$ cat src/rtl/fap_consts.svh
// offsets, field positions and reset values of the flash access protection block
`ifndef FAP_CONSTS_SVH
`define FAP_CONSTS_SVH

`define FAP_OFF_CTRL      8'h00
`define FAP_OFF_STATUS    8'h04
`define FAP_OFF_WP_B0A0   8'h10
`define FAP_OFF_WP_B0A1   8'h14
`define FAP_OFF_WP_B1A0   8'h18
`define FAP_OFF_WP_B1A1   8'h1c
`define FAP_OFF_EXEC_B0   8'h20
`define FAP_OFF_EXEC_B1   8'h24

`define FAP_CTRL_LVL_LSB  0
`define FAP_CTRL_KEEP_BIT 8
`define FAP_ST_LVL_LSB    0
`define FAP_ST_WIPE_BIT   4
`define FAP_ST_LOCK_BIT   5
`define FAP_ST_DENY_BIT   8
`define FAP_ST_CFGREF_BIT 9
`define FAP_ST_CAUSE_LSB  12
`define FAP_WP_FIRST_LSB  0
`define FAP_WP_LAST_LSB   16
`define FAP_EX_FIRST_LSB  0
`define FAP_EX_LAST_LSB   16

`define FAP_LVL_RST       2'h0
`define FAP_KEEP_RST      1'b0
`define FAP_WP_RST        32'h0000_00ff
`define FAP_EX_RST        32'h0000_ffff

`endif

$ cat src/rtl/fap_pkg.sv
// types of the flash access protection block
package fap_pkg;
  typedef enum logic [1:0] {
    FAP_M_CPU_I = 2'b00,
    FAP_M_CPU_D = 2'b01,
    FAP_M_DMA   = 2'b10,
    FAP_M_DBG   = 2'b11
  } fap_master_e;

  typedef enum logic [1:0] {
    FAP_OP_READ  = 2'b00,
    FAP_OP_PROG  = 2'b01,
    FAP_OP_ERASE = 2'b10,
    FAP_OP_NONE  = 2'b11
  } fap_op_e;

  typedef enum logic [1:0] {
    FAP_RG_MAIN   = 2'b00,
    FAP_RG_SYSMEM = 2'b01,
    FAP_RG_OPTION = 2'b10,
    FAP_RG_NONE   = 2'b11
  } fap_region_e;

  typedef enum logic [3:0] {
    FAP_C_NONE     = 4'h0,
    FAP_C_READOUT  = 4'h1,
    FAP_C_WPROT    = 4'h2,
    FAP_C_EXECONLY = 4'h3,
    FAP_C_SYSMEM   = 4'h4,
    FAP_C_OPTION   = 4'h5,
    FAP_C_ILLEGAL  = 4'h6
  } fap_cause_e;

  typedef enum logic [2:0] {
    FAP_W_IDLE = 3'b000,
    FAP_W_BKP  = 3'b001,
    FAP_W_SRAM = 3'b010,
    FAP_W_PAGE = 3'b011,
    FAP_W_GAP  = 3'b100,
    FAP_W_WAIT = 3'b101,
    FAP_W_DONE = 3'b110
  } fap_wipe_e;
endpackage

$ cat src/rtl/fap_range_hit.sv
// inclusive range overlap test of one protected area against a query span
`timescale 1ns/1ps
`default_nettype none
module fap_range_hit #(
  parameter int W = 8
) (
  input  wire logic [W-1:0] first,
  input  wire logic [W-1:0] last,
  input  wire logic [W-1:0] q_lo,
  input  wire logic [W-1:0] q_hi,
  output logic              hit
);
  // first above last marks the area as unused
  assign hit = (first <= last) && (first <= q_hi) && (last >= q_lo);
endmodule
`default_nettype wire

$ cat src/rtl/fap_core.sv
// flash access protection: readout level, write protect and execute-only checks
//
// The address-and-strobe port and the placing of the registers were decided locally.
`timescale 1ns/1ps
`default_nettype none
`include "fap_consts.svh"

// Notes on behaviour
// read other bank while one bank busy
// bank is 256 pages of 2 Kbyte
// level 0 allows everything everywhere; the code still refuses per R6, R8 and R9 at level 0
// level 1 blocks main flash when untrusted
// level 2 locks debug, boot, level
// sysmem read-only; options locked at level 2
// level 1 to 0 wipes before access
// two write-protect page areas per bank
// execute-only area: CPU fetch only
// one execute-only area per bank, 64-bit
// option bit keeps execute-only area on wipe
// refused access leaves flash untouched, flagged
module fap_core
  import fap_pkg::*;
#(
  parameter int PAGE_W = 8,
  parameter int OFS_W  = 11
) (
  input  wire logic                    sys_clk,
  input  wire logic                    resetn,
  // register port
  input  wire logic [7:0]              reg_addr,
  input  wire logic [31:0]             reg_wdata,
  input  wire logic                    reg_wr,
  input  wire logic                    reg_rd,
  output logic      [31:0]             reg_rdata,
  // execution context
  input  wire logic                    dbg_attached,
  input  wire logic                    boot_ram,
  input  wire logic                    boot_loader,
  output logic                         dbg_port_en,
  output logic                         boot_ram_en,
  output logic                         boot_loader_en,
  // access request from the bus masters
  input  wire logic                    req_valid,
  input  wire logic [1:0]              req_master,
  input  wire logic [1:0]              req_op,
  input  wire logic [1:0]              req_region,
  input  wire logic [PAGE_W+OFS_W:0]   req_addr,
  output logic                         req_ready,
  output logic                         rsp_ok,
  output logic                         rsp_err,
  // flash bank side
  input  wire logic [1:0]              bank_busy,
  output logic                         fl_rd,
  output logic                         fl_prog,
  output logic                         fl_erase,
  output logic      [1:0]              fl_region,
  output logic      [PAGE_W+OFS_W:0]   fl_addr,
  // wipe of retained content on downgrade
  output logic                         bkp_wipe,
  output logic                         sram_wipe
);
  localparam int DW_W = PAGE_W + OFS_W - 3;
  localparam int AW   = PAGE_W + OFS_W + 1;
  if (PAGE_W != 8 || OFS_W != 11) begin : g_bad_geom
    $error("fap_core: only 8 page bits and 11 offset bits are served");
  end
  // ==========================================================
  // configuration registers
  logic [1:0]      level_r;
  logic            keep_exec_r;
  logic [31:0]     wp_r [4];
  logic [31:0]     ex_r [2];
  logic            deny_flag_r;
  logic            cfg_ref_r;
  fap_cause_e      cause_r;
  fap_wipe_e       wipe_r;
  logic [PAGE_W:0] wpg_r;
  logic            wiping;
  logic            locked;
  logic            cfg_wr;
  logic [1:0]      lvl_req;
  logic            lvl_refuse;
  logic            wipe_start;
  logic            wipe_last;
  assign wiping  = (wipe_r != FAP_W_IDLE);
  assign locked  = (level_r == 2'h2);
  assign lvl_req = reg_wdata[`FAP_CTRL_LVL_LSB +: 2];
  assign cfg_wr  = reg_wr && (reg_addr != `FAP_OFF_STATUS) && (reg_addr != `FAP_OFF_CTRL);
  // options are read-only once locked, level is frozen while wiping
  assign lvl_refuse = reg_wr && (reg_addr == `FAP_OFF_CTRL) &&
                      (locked || wiping || lvl_req == 2'h3);
  assign wipe_start = reg_wr && (reg_addr == `FAP_OFF_CTRL) && !lvl_refuse &&
                      (level_r == 2'h1) && (lvl_req == 2'h0);
  always_ff @(posedge sys_clk or negedge resetn) begin
    if (!resetn) begin
      level_r     <= `FAP_LVL_RST;
      keep_exec_r <= `FAP_KEEP_RST;
    end else if (wipe_r == FAP_W_DONE) begin
      level_r <= 2'h0;
    end else if (reg_wr && reg_addr == `FAP_OFF_CTRL && !lvl_refuse) begin
      keep_exec_r <= reg_wdata[`FAP_CTRL_KEEP_BIT];
      if (!wipe_start) begin
        level_r <= lvl_req;
      end
    end
  end
  always_ff @(posedge sys_clk or negedge resetn) begin
    if (!resetn) begin
      for (int i = 0; i < 4; i++) begin
        wp_r[i] <= `FAP_WP_RST;
      end
      ex_r[0] <= `FAP_EX_RST;
      ex_r[1] <= `FAP_EX_RST;
    end else if (cfg_wr && !locked && !wiping) begin
      unique case (reg_addr)
        `FAP_OFF_WP_B0A0: wp_r[0] <= reg_wdata;
        `FAP_OFF_WP_B0A1: wp_r[1] <= reg_wdata;
        `FAP_OFF_WP_B1A0: wp_r[2] <= reg_wdata;
        `FAP_OFF_WP_B1A1: wp_r[3] <= reg_wdata;
        `FAP_OFF_EXEC_B0: ex_r[0] <= reg_wdata;
        `FAP_OFF_EXEC_B1: ex_r[1] <= reg_wdata;
        default: ;
      endcase
    end
  end
  // ==========================================================
  // area decode
  logic              q_bank;
  logic [PAGE_W-1:0] q_page;
  logic [DW_W-1:0]   q_dw_lo;
  logic [DW_W-1:0]   q_dw_hi;
  logic [3:0]        wp_hit;
  logic [1:0]        ex_hit;
  logic              in_wp;
  logic              in_ex;
  // during a wipe the page walker owns the decoders; requests are stalled then
  assign q_bank = wiping ? wpg_r[PAGE_W] : req_addr[AW-1];
  assign q_page = wiping ? wpg_r[PAGE_W-1:0] : req_addr[OFS_W +: PAGE_W];
  assign q_dw_lo = (wiping || fap_op_e'(req_op) == FAP_OP_ERASE) ?
                   {q_page, {(OFS_W-3){1'b0}}} : req_addr[3 +: DW_W];
  assign q_dw_hi = (wiping || fap_op_e'(req_op) == FAP_OP_ERASE) ?
                   {q_page, {(OFS_W-3){1'b1}}} : req_addr[3 +: DW_W];
  for (genvar g = 0; g < 4; g++) begin : g_wp
    fap_range_hit #(.W(PAGE_W)) u_wp (
      .first (wp_r[g][`FAP_WP_FIRST_LSB +: PAGE_W]),
      .last  (wp_r[g][`FAP_WP_LAST_LSB +: PAGE_W]),
      .q_lo  (q_page),
      .q_hi  (q_page),
      .hit   (wp_hit[g])
    );
  end
  for (genvar g = 0; g < 2; g++) begin : g_ex
    fap_range_hit #(.W(DW_W)) u_ex (
      .first (ex_r[g][`FAP_EX_FIRST_LSB +: DW_W]),
      .last  (ex_r[g][`FAP_EX_LAST_LSB +: DW_W]),
      .q_lo  (q_dw_lo),
      .q_hi  (q_dw_hi),
      .hit   (ex_hit[g])
    );
  end
  assign in_wp = q_bank ? (wp_hit[2] | wp_hit[3]) : (wp_hit[0] | wp_hit[1]);
  assign in_ex = q_bank ? ex_hit[1] : ex_hit[0];
  // ==========================================================
  // access decision
  logic       untrusted;
  logic       is_write;
  logic       deny;
  fap_cause_e cause;
  assign untrusted = dbg_attached || boot_ram || boot_loader ||
                     fap_master_e'(req_master) == FAP_M_DBG;
  assign is_write  = fap_op_e'(req_op) != FAP_OP_READ;
  always_comb begin
    cause = FAP_C_NONE;
    if (fap_op_e'(req_op) == FAP_OP_NONE || fap_region_e'(req_region) == FAP_RG_NONE) begin
      cause = FAP_C_ILLEGAL;
    end else if (locked && untrusted) begin
      cause = FAP_C_READOUT;
    end else begin
      unique case (fap_region_e'(req_region))
        FAP_RG_MAIN: begin
          if (level_r != 2'h0 && untrusted) begin
            cause = FAP_C_READOUT;
          end else if (in_ex && !(fap_master_e'(req_master) == FAP_M_CPU_I && !is_write)) begin
            cause = FAP_C_EXECONLY;
          end else if (is_write && in_wp) begin
            cause = FAP_C_WPROT;
          end
        end
        FAP_RG_SYSMEM: begin
          if (is_write) begin
            cause = FAP_C_SYSMEM;
          end
        end
        FAP_RG_OPTION: begin
          if (locked && is_write) begin
            cause = FAP_C_OPTION;
          end
        end
        default: cause = FAP_C_ILLEGAL;
      endcase
    end
  end
  assign deny = (cause != FAP_C_NONE);
  // only the addressed bank stalls; the other bank keeps serving reads
  assign req_ready = !wiping &&
                     !(fap_region_e'(req_region) == FAP_RG_MAIN && bank_busy[req_addr[AW-1]]);
  logic take;
  assign take = req_valid && req_ready;
  // ==========================================================
  // answer and flash command, one cycle after the request
  always_ff @(posedge sys_clk or negedge resetn) begin
    if (!resetn) begin
      rsp_ok  <= 1'b0;
      rsp_err <= 1'b0;
    end else begin
      rsp_ok  <= take && !deny;
      rsp_err <= take && deny;
    end
  end
  logic wipe_issue;
  assign wipe_issue = (wipe_r == FAP_W_PAGE) && !bank_busy[wpg_r[PAGE_W]] &&
                      !(keep_exec_r && in_ex);
  always_ff @(posedge sys_clk or negedge resetn) begin
    if (!resetn) begin
      fl_rd     <= 1'b0;
      fl_prog   <= 1'b0;
      fl_erase  <= 1'b0;
      fl_region <= 2'h0;
      fl_addr   <= '0;
    end else if (wipe_issue) begin
      fl_rd     <= 1'b0;
      fl_prog   <= 1'b0;
      fl_erase  <= 1'b1;
      fl_region <= FAP_RG_MAIN;
      fl_addr   <= {wpg_r, {OFS_W{1'b0}}};
    end else begin
      // a refused access never reaches the banks
      fl_rd    <= take && !deny && fap_op_e'(req_op) == FAP_OP_READ;
      fl_prog  <= take && !deny && fap_op_e'(req_op) == FAP_OP_PROG;
      fl_erase <= take && !deny && fap_op_e'(req_op) == FAP_OP_ERASE;
      if (take) begin
        fl_region <= req_region;
        fl_addr   <= req_addr;
      end
    end
  end
  // ==========================================================
  // wipe sequence on downgrade
  assign wipe_last = (wpg_r == {(PAGE_W+1){1'b1}});
  always_ff @(posedge sys_clk or negedge resetn) begin
    if (!resetn) begin
      wipe_r <= FAP_W_IDLE;
      wpg_r  <= '0;
    end else begin
      unique case (wipe_r)
        FAP_W_IDLE: begin
          wpg_r <= '0;
          if (wipe_start) begin
            wipe_r <= FAP_W_BKP;
          end
        end
        FAP_W_BKP:  wipe_r <= FAP_W_SRAM;
        FAP_W_SRAM: wipe_r <= FAP_W_PAGE;
        FAP_W_PAGE: begin
          if (wipe_issue) begin
            wipe_r <= FAP_W_GAP;
          end else if (keep_exec_r && in_ex) begin
            // a page touching the kept area is skipped whole
            wipe_r <= wipe_last ? FAP_W_DONE : FAP_W_PAGE;
            wpg_r  <= wpg_r + 1'b1;
          end
        end
        // busy rises one cycle after the erase command
        FAP_W_GAP:  wipe_r <= FAP_W_WAIT;
        FAP_W_WAIT: begin
          if (!bank_busy[wpg_r[PAGE_W]]) begin
            wipe_r <= wipe_last ? FAP_W_DONE : FAP_W_PAGE;
            wpg_r  <= wpg_r + 1'b1;
          end
        end
        FAP_W_DONE: wipe_r <= FAP_W_IDLE;
        default:    wipe_r <= FAP_W_IDLE;
      endcase
    end
  end
  assign bkp_wipe  = (wipe_r == FAP_W_BKP);
  assign sram_wipe = (wipe_r == FAP_W_SRAM);
  // level 2 is a fuse: these stay off until power-on with a new level
  assign dbg_port_en    = !locked;
  assign boot_ram_en    = !locked;
  assign boot_loader_en = !locked;
  // ==========================================================
  // status flags: a new event wins over a write-one clear
  logic st_clr;
  assign st_clr = reg_wr && reg_addr == `FAP_OFF_STATUS;
  always_ff @(posedge sys_clk or negedge resetn) begin
    if (!resetn) begin
      deny_flag_r <= 1'b0;
      cause_r     <= FAP_C_NONE;
    end else if (take && deny) begin
      deny_flag_r <= 1'b1;
      cause_r     <= cause;
    end else if (st_clr && reg_wdata[`FAP_ST_DENY_BIT]) begin
      deny_flag_r <= 1'b0;
    end
  end
  always_ff @(posedge sys_clk or negedge resetn) begin
    if (!resetn) begin
      cfg_ref_r <= 1'b0;
    end else if (lvl_refuse || (cfg_wr && (locked || wiping))) begin
      cfg_ref_r <= 1'b1;
    end else if (st_clr && reg_wdata[`FAP_ST_CFGREF_BIT]) begin
      cfg_ref_r <= 1'b0;
    end
  end
  // ==========================================================
  // register read
  always_ff @(posedge sys_clk or negedge resetn) begin
    if (!resetn) begin
      reg_rdata <= 32'h0000_0000;
    end else if (reg_rd) begin
      unique case (reg_addr)
        `FAP_OFF_CTRL:    reg_rdata <= 32'(level_r) | (32'(keep_exec_r) << `FAP_CTRL_KEEP_BIT);
        `FAP_OFF_STATUS:  reg_rdata <= (32'(level_r) << `FAP_ST_LVL_LSB) |
                                       (32'(wiping) << `FAP_ST_WIPE_BIT) |
                                       (32'(locked) << `FAP_ST_LOCK_BIT) |
                                       (32'(deny_flag_r) << `FAP_ST_DENY_BIT) |
                                       (32'(cfg_ref_r) << `FAP_ST_CFGREF_BIT) |
                                       (32'(cause_r) << `FAP_ST_CAUSE_LSB);
        `FAP_OFF_WP_B0A0: reg_rdata <= wp_r[0];
        `FAP_OFF_WP_B0A1: reg_rdata <= wp_r[1];
        `FAP_OFF_WP_B1A0: reg_rdata <= wp_r[2];
        `FAP_OFF_WP_B1A1: reg_rdata <= wp_r[3];
        `FAP_OFF_EXEC_B0: reg_rdata <= ex_r[0];
        `FAP_OFF_EXEC_B1: reg_rdata <= ex_r[1];
        default:          reg_rdata <= 32'h0000_0000;
      endcase
    end
  end
endmodule
`default_nettype wire

$ cat config.mk
export PLATFORM = sky130hd
export DESIGN_NAME = fap_core
export DESIGN_NICKNAME = d
export VERILOG_FILES = /design/src/rtl/fap_pkg.sv /design/src/rtl/fap_range_hit.sv /design/src/rtl/fap_core.sv
export VERILOG_INCLUDE_DIRS = /design/src /design/src/rtl
export SDC_FILE = /design/constraint.sdc
export NUM_CORES = 1
export LEC_CHECK = 0
export BUFFER_PORTS_ARGS = -buffer_cell sky130_fd_sc_hd__buf_2
export CAP_MARGIN = 30
export CORE_MARGIN = 2
export CORE_UTILIZATION = 30
export CTS_CLUSTER_DIAMETER = 100
export DETAILED_ROUTE_END_ITERATION = 12
export PLACE_DENSITY_LB_ADDON = 0.25
export SYNTH_ARGS = -nofsm -noshare
export SYNTH_HDL_FRONTEND = slang
export SYNTH_SLANG_ARGS = --single-unit
export TNS_END_PERCENT = 30
$ cat constraint.sdc
create_clock -name sys_clk -period 6.3 [get_ports sys_clk]
set_input_delay 1.89 -clock sys_clk [delete_from_list [all_inputs] [get_ports sys_clk]]
set_output_delay 1.89 -clock sys_clk [all_outputs]
set_load 0.02 [all_outputs]
# After elaboration in Yosys (flattened, before gate mapping)
# Index checks and enable logic that the tools add are counted.
# word_totals
in_bits	76
elab_cells	210
output_inout_bits	65
regBits	272
# classes
bitwise_logic	9
n_lt_le_gt_ge	20
n_eq_ne	31
n_mux	43
n_reduce_logical	85
add_sub_neg	1
# op_table
op	count
$pmux W32 S8	1
$le A16 B16 Y1	4
$le A8 B8 Y1	8
$logic_and A1 B1 Y1	42
$mux W20	2
$eq A8 B5 Y1 const B	4
$ge A16 B16 Y1	2
$ge A8 B8 Y1	4
$mux W16	2
$mux W9	3
$pmux W9 S3	1
$mux W3	7
$pmux W3 S6	1
$eq A8 B6 Y1 const B	2
$mux W2	8
$or A10 B16 Y16	1
$reduce_and A2 Y1	8
$eq A2 B2 Y1 const B	7
$mux W1	14
$pmux W4 S3	1
$reduce_bool A2 Y1	6
$or A9 B10 Y10	1
$add A9 B1 Y9 const B	1
$eq A3 B3 Y1 const B	3
28 further kinds	56

# Longest topological paths before layout
# Gate-level depths: netlist of run 1.
# logic_depth
depth_word	19
depth_mapped	18
depth_no_buf	14

# By module
# From an unflattened synthesis of run 1, not the netlist that was laid out.
# hier_totals
hier_cells	1681
hier_area_um2	17102.7
# by_module_without_submodules
module	area_per_inst_um2	instances	seq_area_each_um2	cells_each
fap_core	12295.5	1	6861.6	1015
fap_range_hit at g_ex[0].u_ex ...	1201.2	2	0.0	167
fap_range_hit at g_wp[2].u_wp ...	601.8	2	0.0	83
fap_range_hit at g_wp[0].u_wp ...	600.6	2	0.0	83

# Least setup slack after synthesis of run 1
# No wires, ideal clock.
# synth_timing
kind	input-to-reg
from	input req_addr[16]
to	register fl_addr[15]
required_time_ps	6174
arrival_ps	4996
path_buffers	1
setup_time_ps	126
slack_ps	1178
cell_stages	12
cell_sequence	a21boi_0 ha_1 a21o_1 a21oi_1 nor2b_1 a2111oi_0 o211ai_1 a211o_1 a21boi_4 nor3_2 buf_6 a221o_1
# synth_between
elab_chain_len	10
elab_cells_between_ends	17
cone_classes	order compare: 4; mux: 5; reduce/logical: 8
# synth_rtl
element	line	rtl
start, declared	fap_core.sv:47	input wire logic [PAGE_W+OFS_W:0] req_addr,
$mux W8	fap_core.sv:138	assign q_page = wiping ? wpg_r[PAGE_W-1:0] : req_addr[OFS_W +: PAGE_W];
$mux W16	fap_core.sv:141	assign q_dw_hi = (wiping || fap_op_e'(req_op) == FAP_OP_ERASE) ?
$le A16 B16 Y1	fap_range_hit.sv:14	assign hit = (first <= last) && (first <= q_hi) && (last >= q_lo);
$logic_and A1 B1 Y1 (2 in series)	fap_range_hit.sv:14	
$mux W1 (*)	fap_core.sv:162	assign in_ex = q_bank ? ex_hit[1] : ex_hit[0];
$logic_and A1 B1 Y1 (*)	fap_core.sv:222	!(keep_exec_r && in_ex);
$logic_not A1 Y1 (*)	fap_core.sv:222	
$logic_and A1 B1 Y1 (*)	fap_core.sv:221	assign wipe_issue = (wipe_r == FAP_W_PAGE) && !bank_busy[wpg_r[PAGE_W]] &&
$mux W20 or $reduce_bool A2 Y1 (tied branches)	n/a	
end signal, assigned	fap_core.sv:235	fl_addr <= {wpg_r, {OFS_W{1'b0}}};
end signal, assigned	fap_core.sv:243	fl_addr <= req_addr;
end, declared	fap_core.sv:57	output logic [PAGE_W+OFS_W:0] fl_addr,
# Mark *: on every way between the ends. The rest lies on a longest branch, timed or not.
# A chain may end at the register's enable or synchronous reset.

# Final worst setup path of run 1
# layout_timing
from	register wipe_r[1]
to	register fl_addr[17]
# layout_between
elab_chain_len	11
elab_cells_between_ends	25
cone_classes	order compare: 4; eq/ne: 1; mux: 6; reduce/logical: 14
# layout_rtl
element	line	rtl
start, declared	fap_core.sv:76	fap_wipe_e wipe_r;
start signal, assigned	fap_core.sv:269	wipe_r <= wipe_last ? FAP_W_DONE : FAP_W_PAGE;
start signal, assigned	fap_core.sv:277	wipe_r <= wipe_last ? FAP_W_DONE : FAP_W_PAGE;
$reduce_bool A3 Y1	fap_core.sv:85	assign wiping = (wipe_r != FAP_W_IDLE);
$mux W8 or $logic_or A1 B1 Y1 (tied branches)	fap_core.sv:138, fap_core.sv:139, fap_core.sv:141	
$mux W16	fap_core.sv:141	
$le A16 B16 Y1	fap_range_hit.sv:14	
$logic_and A1 B1 Y1 (2 in series)	fap_range_hit.sv:14	
$mux W1	fap_core.sv:162	
$logic_and A1 B1 Y1	fap_core.sv:222	
$logic_not A1 Y1	fap_core.sv:222	
$logic_and A1 B1 Y1	fap_core.sv:221	
$mux W20 or $reduce_bool A2 Y1 (tied branches)	n/a	
# Several ways; a longest one is shown, not always the timed one.

==> results of run 1 <==
-- state kept, by name, summed over array words and instances (netlist names), 2 cells and up --
signal,count
fl_addr,20
reg_rdata,32
ex_r,64
level_r,2
wp_r,128
wpg_r,9
wipe_r,3
cause_r,3
fl_region,2
-- power by group --
group | internal (mW) | leakage [nW] | switching, mW
Sequential | 1.89 | 3.22 | 0.164
Clock | 1.17 | 0.538 | 0.797
Combinational | 0.565 | 5.60 | 0.986
Total | 3.63 | 9.35 | 1.95
-- metal layers --
layer	wire, µm	up-vias	GRT usage	share of wire
met5	0	-	0	0
met4	1630	0	0.0629	0.028
met3	2730	84	0.0320	0.047
met2	27300	351	0.333	0.47
met1	26700	6757	0.277	0.46
li1	-	6305	-	-
-- per-stage QoR --
stage,utilization,power (mW),setup slack [ns],hold slack (ns),area (µm²)
floorplan,-,3.00,1.18,0.445,16600
global placement,0.332,3.59,0.850,0.486,18200
detailed placement,0.333,3.63,0.805,0.493,18300
CTS,0.353,5.63,1.26,0.505,19400
global route,0.353,5.90,0.951,0.514,19400
finish,0.353,5.57,1.24,0.502,19400
-- final cells by class --
| cell class | count | area (µm²) |
|---|---|---|
| fillers | 5524 | 35500 |
| multi-input cells | 1180 | 9040 |
| flip-flops and latches | 271 | 6860 |
| repair buffers | 174 | 1010 |
| clock buffers | 51 | 986 |
| well taps | 704 | 881 |
| inverters | 126 | 473 |
| clock inverters | 9 | 110 |
| diodes | 1 | 2.50 |
-- critical path, stage by stage, from the launching register on --
cell and delay [ns]:
dfrtp_1 0.57, or3_1 0.79, nand2_1 0.20, a21boi_1 0.73, ha_1 0.40, a21o_1 0.16, a21oi_1 0.13, nor2b_1 0.06
a2111oi_0 0.41, o211ai_1 0.18, a211o_1 0.42, a21boi_4 0.22, nor3_2 0.06, buf_4 0.22, a221o_1 0.37
-- worst min-delay path by stage --
stage                startpoint     endpoint  slack, ns  depth (start not counted)
floorplan           deny_flag_r  deny_flag_r       0.45                          2
global route           wp_r[92]     wp_r[92]       0.51                          1
finish                 wp_r[11]     wp_r[11]       0.50                          1
detailed placement     wp_r[13]     wp_r[13]       0.49                          1
global placement       wp_r[29]     wp_r[29]       0.49                          1
CTS                    wp_r[15]     wp_r[15]       0.50                          1
-- cell families (layout without fill, tap and decap cells) --
family,count (synthesis),in the layout,share of synthesized area
flops,271,271,0.413
xor+xnor,3,3,0.00158
compound gates,430,430,0.168
simple gates,369,369,0.104
other cells,0,1,0
mux,181,181,0.119
buf+inv,195,360,0.0452
fa+ha+maj,197,197,0.148
-- placed cells by master (no fill, tap or decap), types with 35 or more instances in the layout --
master and n:
a21oi_1 105, a221o_1 40, buf_2 139, clkbuf_16 35
dfrtp_1 207, dfstp_2 64, ha_1 197, inv_1 126
mux2_2 134, mux2i_1 44, nand2_1 183, nor2_1 41
o21ai_0 127, o22ai_1 35
==> impl_metrics.py, run 1 <==
metrics = {
    "cts": {
        "cts_hold_buf": 0,
        "path_clk_slew_ns": 0.06,
        "cts_made_buffers": 35,
        "htree_levels": 2,
        "clockBufferDepth": 3,
        "cts_setup_buffers": 0,
        "cts_root_buf": "clkbuf_16",
        "clock-sinks": 271,
        "cts_tree": "done",
        "clk_latency_ns": 0.56,
        "post_cts_resized": 0,
    },
    "logic_synthesis": {
        "synth.most_common_cell": "dfrtp_1",
        "synth-edff-count": 0,
        "ys_seq_area_frac": 0.413,
        "post_synth_num_cell_types": 68,
        "mappedNetlistNets": 1919,
        "synth_commonest_cells": "dfrtp_1, ha_1, nand2_1",
        "ys_warn_count": 0,
        "synth-seq-cells": 271,
        "synthCells": 1646,
        "yosys.area.top_type": "dfrtp_1",
        "avgSynthCellArea_um2": 10.1,
        "synth_top_area_share": 0.312,
        "synth_flop_cell": "dfrtp_1",
        "synthTopCellsByArea": "dfrtp_1, ha_1, dfstp_2",
        "syn_area_um2": 16600,
        "async_flop_share": 1.00,
    },
    "placed_design": {
        "gp_congestion": 0.930,
        "post-dp-hpwl_um": 44100,
        "placed_cells": 2455,
        "io_buffers": 140,
    },
    "floorplan": {
        "core_area_um2": 54900,
        "die_h_um": 239,
        "num_io_pins": 141,
        "fp.dieW_um": 239,
        "initial_core_util": 0.303,
        "dieArea_um2": 57300,
        "num_rows": 86,
    },
    "timing": {
        "period_minus_slack_ns": 5.06,
        "setup_viol": 0,
        "fin_crit_sh": 0.803,
        "skew_ns": 0.0232,
        "relSlewSlack": 0.394,
        "drv_slew": 0,
        "max_freq_mhz": 198,
        "tightest_slew_ns": 0.904,
        "rsz0062_at_grt": "no",
        "fin_setup_tns_ns": 0,
        "hold_viol": 0,
    },
    "status": {
        "status": "finished clean",
    },
    "global_routing": {
        "antenna_found_initial": 1,
        "grt_usage": 0.204,
        "grt_pass1_vias": 13500,
        "grt_max_degree": 96,
        "grt_pass1_wl_um": 87200,
        "grt_overflow": 0,
    },
    "detailed_routing": {
        "drtIter0Drc": 872,
        "wl_per_cell_um": 23.2,
        "dr.pass1.iters": 5,
        "ant_nets": 0,
        "drc": 0,
        "routed_via_density": 5.36,
        "routed_wirelength_um": 58400,
        "vias": 13500,
    },
    "critical_path": {
        "r2r-start": "wipe_r[1]",
        "r2r_end": "fl_addr[17]",
        "required_ns": 6.73,
        "crit_start": "wipe_r[1]",
        "reg2reg_depth": 14,
        "start_kind": "register",
        "arrival_ns": 5.49,
        "crit_path_end_kind": "register",
        "rrSetupSlack_ns": 1.24,
        "critPathKind": "register to register",
        "cp_max_fo": 23,
        "setup.worst_path.end": "fl_addr[17]",
    },
    "power": {
        "cellPowerDensity_nw_per_um2": 288,
        "p_leak_nw": 9.35,
        "ir_drop_mv": 0.140,
    },
    "final_layout": {
        "syn2layout_area_growth_pct": 16.6,
        "drive_gt1_frac": 0.243,
        "instances_no_fill": 2516,
        "nNetsFinal": 2061,
    },
    "min_path": {
        "hold_path.class": "register to register",
    },
    "flow_run": {
        "drv_cap": 0,
    },
}
No activity file was read; power rests on OpenSTA's default activity.
==> run 2: changes to the inputs <==
- clock period: 6.3 -> 4.58 ns (I/O delays scaled with it)
==> run 2 against run 1 <==
Net effect: total power is 44% higher; sequential share of layout area is 0.68 points lower; non-clock buffer count up 29; worst setup slack worse by 0.92 ns; clock skew up 0.0096 ns; clock power is 49% higher; utilization grew 0.69 points; cell count rose by 1.4%; sequential power rose by 35%; largest cell class unchanged; largest power group is now the clock network; highest routed layer is now met5.
==> impl_metrics.py, run 2 (synthesis gave the netlist of run 1 again) <==
metrics = {
    "status": {
        "status": "finished clean",
    },
    "critical_path": {
        "crit_path_end_kind": "register",
        "start_kind": "register",
        "r2r-start": "wipe_r[1]",
        "r2r_end": "fl_addr[4]",
        "reg2reg_depth": 15,
        "critPathKind": "register to register",
        "required_ns": 5.00,
        "rrSetupSlack_ns": 0.33,
        "arrival_ns": 4.67,
        "cp_max_fo": 14,
    },
    "min_path": {
        "whs_path_depth": 1,
        "hp-start": "wp_r[93]",
        "hold_path.class": "register to register",
        "min_to": "wp_r[93]",
    },
    "global_routing": {
        "grt_max_degree": 80,
        "grt_overflow": 0,
        "grt_usage": 0.206,
        "antenna_found_initial": 1,
        "grt_pass1_vias": 13700,
        "grt_pass1_wl_um": 87900,
    },
    "power": {
        "ir_drop_mv": 0.218,
        "p_leak_nw": 9.58,
        "total_power_mw": 8.05,
        "cellPowerDensity_nw_per_um2": 408,
    },
    "floorplan": {
        "initial_core_util": 0.303,
        "num_rows": 86,
        "fp.dieW_um": 239,
        "die_h_um": 239,
        "dieArea_um2": 57300,
        "core_area_um2": 54900,
        "num_io_pins": 141,
    },
    "detailed_routing": {
        "wl_per_cell_um": 23.0,
        "routed_wirelength_um": 58600,
        "dr.pass1.iters": 5,
        "vias": 13600,
        "routed_via_density": 5.33,
        "ant_nets": 0,
        "drtIter0Drc": 829,
        "drc": 0,
    },
    "cts": {
        "cts_tree": "done",
        "clock-sinks": 271,
        "post_cts_resized": 0,
        "cts_setup_buffers": 0,
        "cts_root_buf": "clkbuf_16",
        "htree_levels": 2,
        "cts_hold_buf": 0,
        "clk_latency_ns": 0.56,
        "cts_made_buffers": 37,
        "path_clk_slew_ns": 0.06,
        "clockBufferDepth": 3,
    },
    "placed_design": {
        "io_buffers": 140,
        "gp_congestion": 0.919,
        "post-dp-hpwl_um": 43600,
        "dp_slack_ns": -0.156,
        "placed_cells": 2484,
    },
    "final_layout": {
        "syn2layout_area_growth_pct": 18.9,
        "largest_reg_flops": 128,
        "reg_top3": "wp_r x128, ex_r x64, reg_rdata x32",
        "drive_gt1_frac": 0.258,
        "utilization": 0.360,
        "diodes": 0,
        "instances_no_fill": 2551,
        "layout_common_cells": "dfrtp_1, ha_1, nand2_1",
        "final_common_cell": "dfrtp_1",
        "nNetsFinal": 2092,
        "top_register": "wp_r",
    },
    "timing": {
        "fin_crit_sh": 0.928,
        "rsz0062_at_grt": "no",
        "tightest_slew_ns": 0.826,
        "drv_slew": 0,
        "fin_ws_ns": 0.328,
        "period_minus_slack_ns": 4.25,
        "skew_ns": 0.0328,
        "setup_viol": 0,
        "max_freq_mhz": 235,
        "fin_setup_tns_ns": 0,
        "relSlewSlack": 0.446,
        "hold_viol": 0,
    },
    "flow_run": {
        "drv_cap": 0,
    },
}
run 2: cell types whose count changed in the layout (fill, tap and decap cells not counted):
cell / before / now
buf_8: 2 / 1
buf_6: 1 / 0
clkbuf_8: 5 / 0
nor2_2: 3 / 4
buf_4: 29 / 55
buf_12: 3 / 8
clkinv_2: 3 / 8
clkbuf_16: 35 / 37
clkinv_4: 1 / 2
diode_2: 1 / 0
nor2_4: 1 / 0
bufinv_16: 2 / 5
inv_8: 0 / 1
run 2: power breakdown:
group	leakage, nW	switching, mW	internal [mW]
sequential	3.22	0.184	2.60
combinational	5.76	1.44	0.881
clock	0.599	1.16	1.79
total	9.58	2.78	5.27
run 2: per-layer routing:
metal  up-vias  track usage  part of all wire
met1      6759        0.276              0.45
li1       6378            -                 -
met5         -            0           0.00022
met3        87       0.0355             0.054
met4         2       0.0610             0.026
met2       376        0.339              0.47
run 2: layout make-up:
class	instances	area, µm²
Tap cell	704	881
Multi-Input combinational cell	1180	9040
Clock inverter	19	245
Clock buffer	48	967
Sequential cell	271	6860
Inverter	126	473
Fill cell	5573	35100
Timing Repair Buffer	203	1280
run 2: worst max-delay path, stage by stage (launching register included):
cell,delay (ns)
dfrtp_1,0.37
or3_1,0.65
nand2_1,0.18
a21boi_1,0.21
buf_4,0.21
ha_1,0.28
a21oi_1,0.12
o21ai_0,0.14
a211o_1,0.29
a21oi_1,0.12
o31a_1,0.20
a211o_1,0.20
a21boi_4,0.08
nor3_2,0.67
buf_4,0.33
a21oi_1,0.06
run 2: worst max path at each step:
| stage | start | to |
|---|---|---|
| final | wipe_r[1] | fl_addr[4] |
| after detailed placement | req_op[0] | fl_addr[4] |
| after global routing | wipe_r[1] | deny_flag_r |
| after floorplan | req_addr[17] | fl_addr[15] |
| after global placement | req_op[0] | fl_addr[5] |
| after CTS | wipe_r[1] | fl_addr[4] |
run 2: per-stage QoR:
step / hold slack, ns / instance area [µm²]
after CTS: 0.505 / 19700
after floorplan: 0.445 / 16600
final: 0.502 / 19700
after global routing: 0.513 / 19700
after global placement: 0.484 / 18500
after detailed placement: 0.485 / 18500
==> run 3: changes to the inputs <==
- CORE_ASPECT_RATIO: not set -> 0.5
==> run 3 against run 2 <==
Net effect: via count shrank 1.2%; critical path depth down 2; worst setup slack worse by 0.064 ns; design area hardly changed; critical endpoint is now fl_addr[15]; highest routed layer unchanged.
==> impl_metrics.py, run 3 (synthesis gave the netlist of run 1 again) <==
metrics = {
    "status": {
        "status": "finished clean",
    },
    "power": {
        "internal_power_mw": 5.10,
        "cellPowerDensity_nw_per_um2": 393,
        "p_sw_mw": 2.68,
        "p_leak_nw": 9.56,
        "ir_drop_mv": 0.282,
        "seqPwrFrac": 0.356,
        "switching_share": 0.344,
        "pwr-share-comb": 0.297,
        "p_clk_frac": 0.346,
    },
    "detailed_routing": {
        "drtIter0Drc": 884,
        "wl_per_cell_um": 21.1,
        "ant_nets": 0,
        "routed_wirelength_um": 54800,
        "drc": 0,
        "routed_via_density": 5.19,
        "dr.pass1.iters": 5,
        "vias": 13400,
    },
    "global_routing": {
        "antenna_found_initial": 4,
        "grt_overflow": 0,
        "grt_pass1_wl_um": 83700,
        "grt_pass1_vias": 13500,
        "grt_max_degree": 97,
        "grt_usage": 0.191,
    },
    "placed_design": {
        "placed_cells": 2536,
        "gp_congestion": 0.875,
        "post-dp-hpwl_um": 42400,
        "io_buffers": 140,
    },
    "timing": {
        "drv_slew": 0,
        "setup_viol": 0,
        "period_minus_slack_ns": 4.32,
        "fin_crit_sh": 0.942,
        "skew_ns": 0.0108,
        "rsz0062_at_grt": "no",
        "max_freq_mhz": 232,
        "hold_viol": 0,
        "fin_hold_ws_ns": 0.506,
        "tightest_slew_ns": 0.776,
        "relSlewSlack": 0.483,
        "fin_setup_tns_ns": 0,
    },
    "critical_path": {
        "required_ns": 5.04,
        "r2r-start": "wipe_r[1]",
        "critPathKind": "register to register",
        "slowest_delay_ns": 0.58,
        "slowest_stage": "a211oi_1",
        "arrival_ns": 4.77,
        "setup.worst_path.end": "fl_addr[15]",
        "reg2reg_depth": 13,
        "rrSetupSlack_ns": 0.26,
        "crit_path_end_kind": "register",
        "r2r_end": "fl_addr[15]",
        "cp_max_fo": 10,
        "start_kind": "register",
        "crit_start": "wipe_r[1]",
        "cp_common_cell": "nand2_1",
        "crit_chain": "or3_1 -> nand2_1 -> a21boi_1 -> ha_1 -> nand2_1 -> nor2_1 -> a211oi_1 -> o211ai_1 -> a211o_1 -> and3_1 -> o21ai_2 -> a31oi_4 -> a221o_1",
    },
    "cts": {
        "cts_made_buffers": 29,
        "path_clk_slew_ns": 0.07,
        "cts_root_buf": "clkbuf_16",
        "htree_levels": 1,
        "clk_latency_ns": 0.58,
        "post_cts_resized": 0,
        "cts_hold_buf": 0,
        "cts_tree": "done",
        "clock-sinks": 271,
        "clockBufferDepth": 3,
        "cts_setup_buffers": 0,
    },
    "final_layout": {
        "drive_gt1_frac": 0.262,
        "largest_reg_flops": 128,
        "top_register": "wp_r",
        "syn2layout_area_growth_pct": 19.0,
        "n_fill_cell": 5546,
        "nNetsFinal": 2096,
        "reg_top3": "wp_r x128, ex_r x64, reg_rdata x32",
        "layout_common_cells": "dfrtp_1, ha_1, nand2_1",
        "final_common_cell": "dfrtp_1",
        "instances_no_fill": 2591,
    },
    "floorplan": {
        "initial_core_util": 0.307,
        "num_rows": 60,
        "die_h_um": 170,
        "core_area_um2": 54200,
        "num_io_pins": 141,
        "dieArea_um2": 57400,
        "fp.dieW_um": 337,
    },
    "min_path": {
        "whs_path_depth": 1,
        "hold_path.class": "register to register",
    },
    "flow_run": {
        "drv_cap": 0,
    },
}
run 3: cell count changes in the layout (fill, tap and decap cells not counted):
cell        change
buf_12          +1
clkbuf_8        +3
diode_2         +2
inv_6           -2
inv_8           -1
clkbuf_1        -9
bufinv_16       +2
clkinv_4        +1
buf_4          +11
clkbuf_16       -8
clkinvlp_4      +4
clkinv_2        -4
run 3: power groups by stage:
| stage | clock [mW] | combinational, mW | sequential, mW |
|---|---|---|---|
| 6_report | 2.69 | 2.31 | 2.77 |
| 5_1_grt | 2.83 | 2.57 | 2.79 |
| 4_1_cts | 2.74 | 2.31 | 2.77 |
| 3_5_place_dp | 0 | 2.30 | 2.81 |
| 3_3_place_gp | 0 | 2.28 | 2.81 |
| 2_1_floorplan | 0 | 1.26 | 2.87 |
run 3: per-stage QoR:
step / power, mW / util / worst slack (ns) / instance area, µm²
final: 7.77 / 0.365 / 0.264 / 19800
after global routing: 8.19 / 0.365 / 0.0441 / 19800
after CTS: 7.83 / 0.365 / 0.262 / 19800
after detailed placement: 5.11 / 0.345 / -0.177 / 18700
after global placement: 5.09 / 0.345 / -0.121 / 18700
after floorplan: 4.12 / - / 0.106 / 16600
run 3: worst max-delay path: cells and delay by family (launching register included):
kind,cells,cell delay [ns]
AO/OA/AOI/OAI,7,2.49
flip-flops,1,0.37
adder cells (fa/ha/maj),1,0.36
AND/OR/NAND/NOR,5,0.98
run 3: layer usage:
| layer | up-vias | part of all wire | GRT usage |
|---|---|---|---|
| met4 | 4 | 0.019 | 0.0382 |
| met5 | - | 0.00049 | 0 |
| li1 | 6393 | - | - |
| met3 | 63 | 0.041 | 0.0270 |
| met2 | 248 | 0.45 | 0.305 |
| met1 | 6736 | 0.49 | 0.274 |
run 3: final cells by class:
| class | count | area, µm² | share of cell area |
|---|---|---|---|
| repair buffers | 215 | 1390 | 0.0701 |
| well taps | 744 | 931 | 0.0471 |
| diodes | 2 | 5.00 | 0.000253 |
| inverters | 126 | 473 | 0.0239 |
| clock buffers | 34 | 774 | 0.0392 |
| multi-input cells | 1180 | 9040 | 0.457 |
| flip-flops and latches | 271 | 6860 | 0.347 |
| clock inverters | 19 | 295 | 0.0149 |
run 3: worst min path at each step:
| stage | startpoint | end | slack, ns |
|---|---|---|---|
| 6_report | fl_addr[12] | fl_addr[12] | 0.51 |
| 4_1_cts | wp_r[40] | wp_r[40] | 0.51 |
| 5_1_grt | wp_r[31] | wp_r[31] | 0.52 |
| 3_3_place_gp | fl_addr[19] | fl_addr[19] | 0.49 |
| 3_5_place_dp | wp_r[11] | wp_r[11] | 0.50 |
| 2_1_floorplan | deny_flag_r | deny_flag_r | 0.45 |
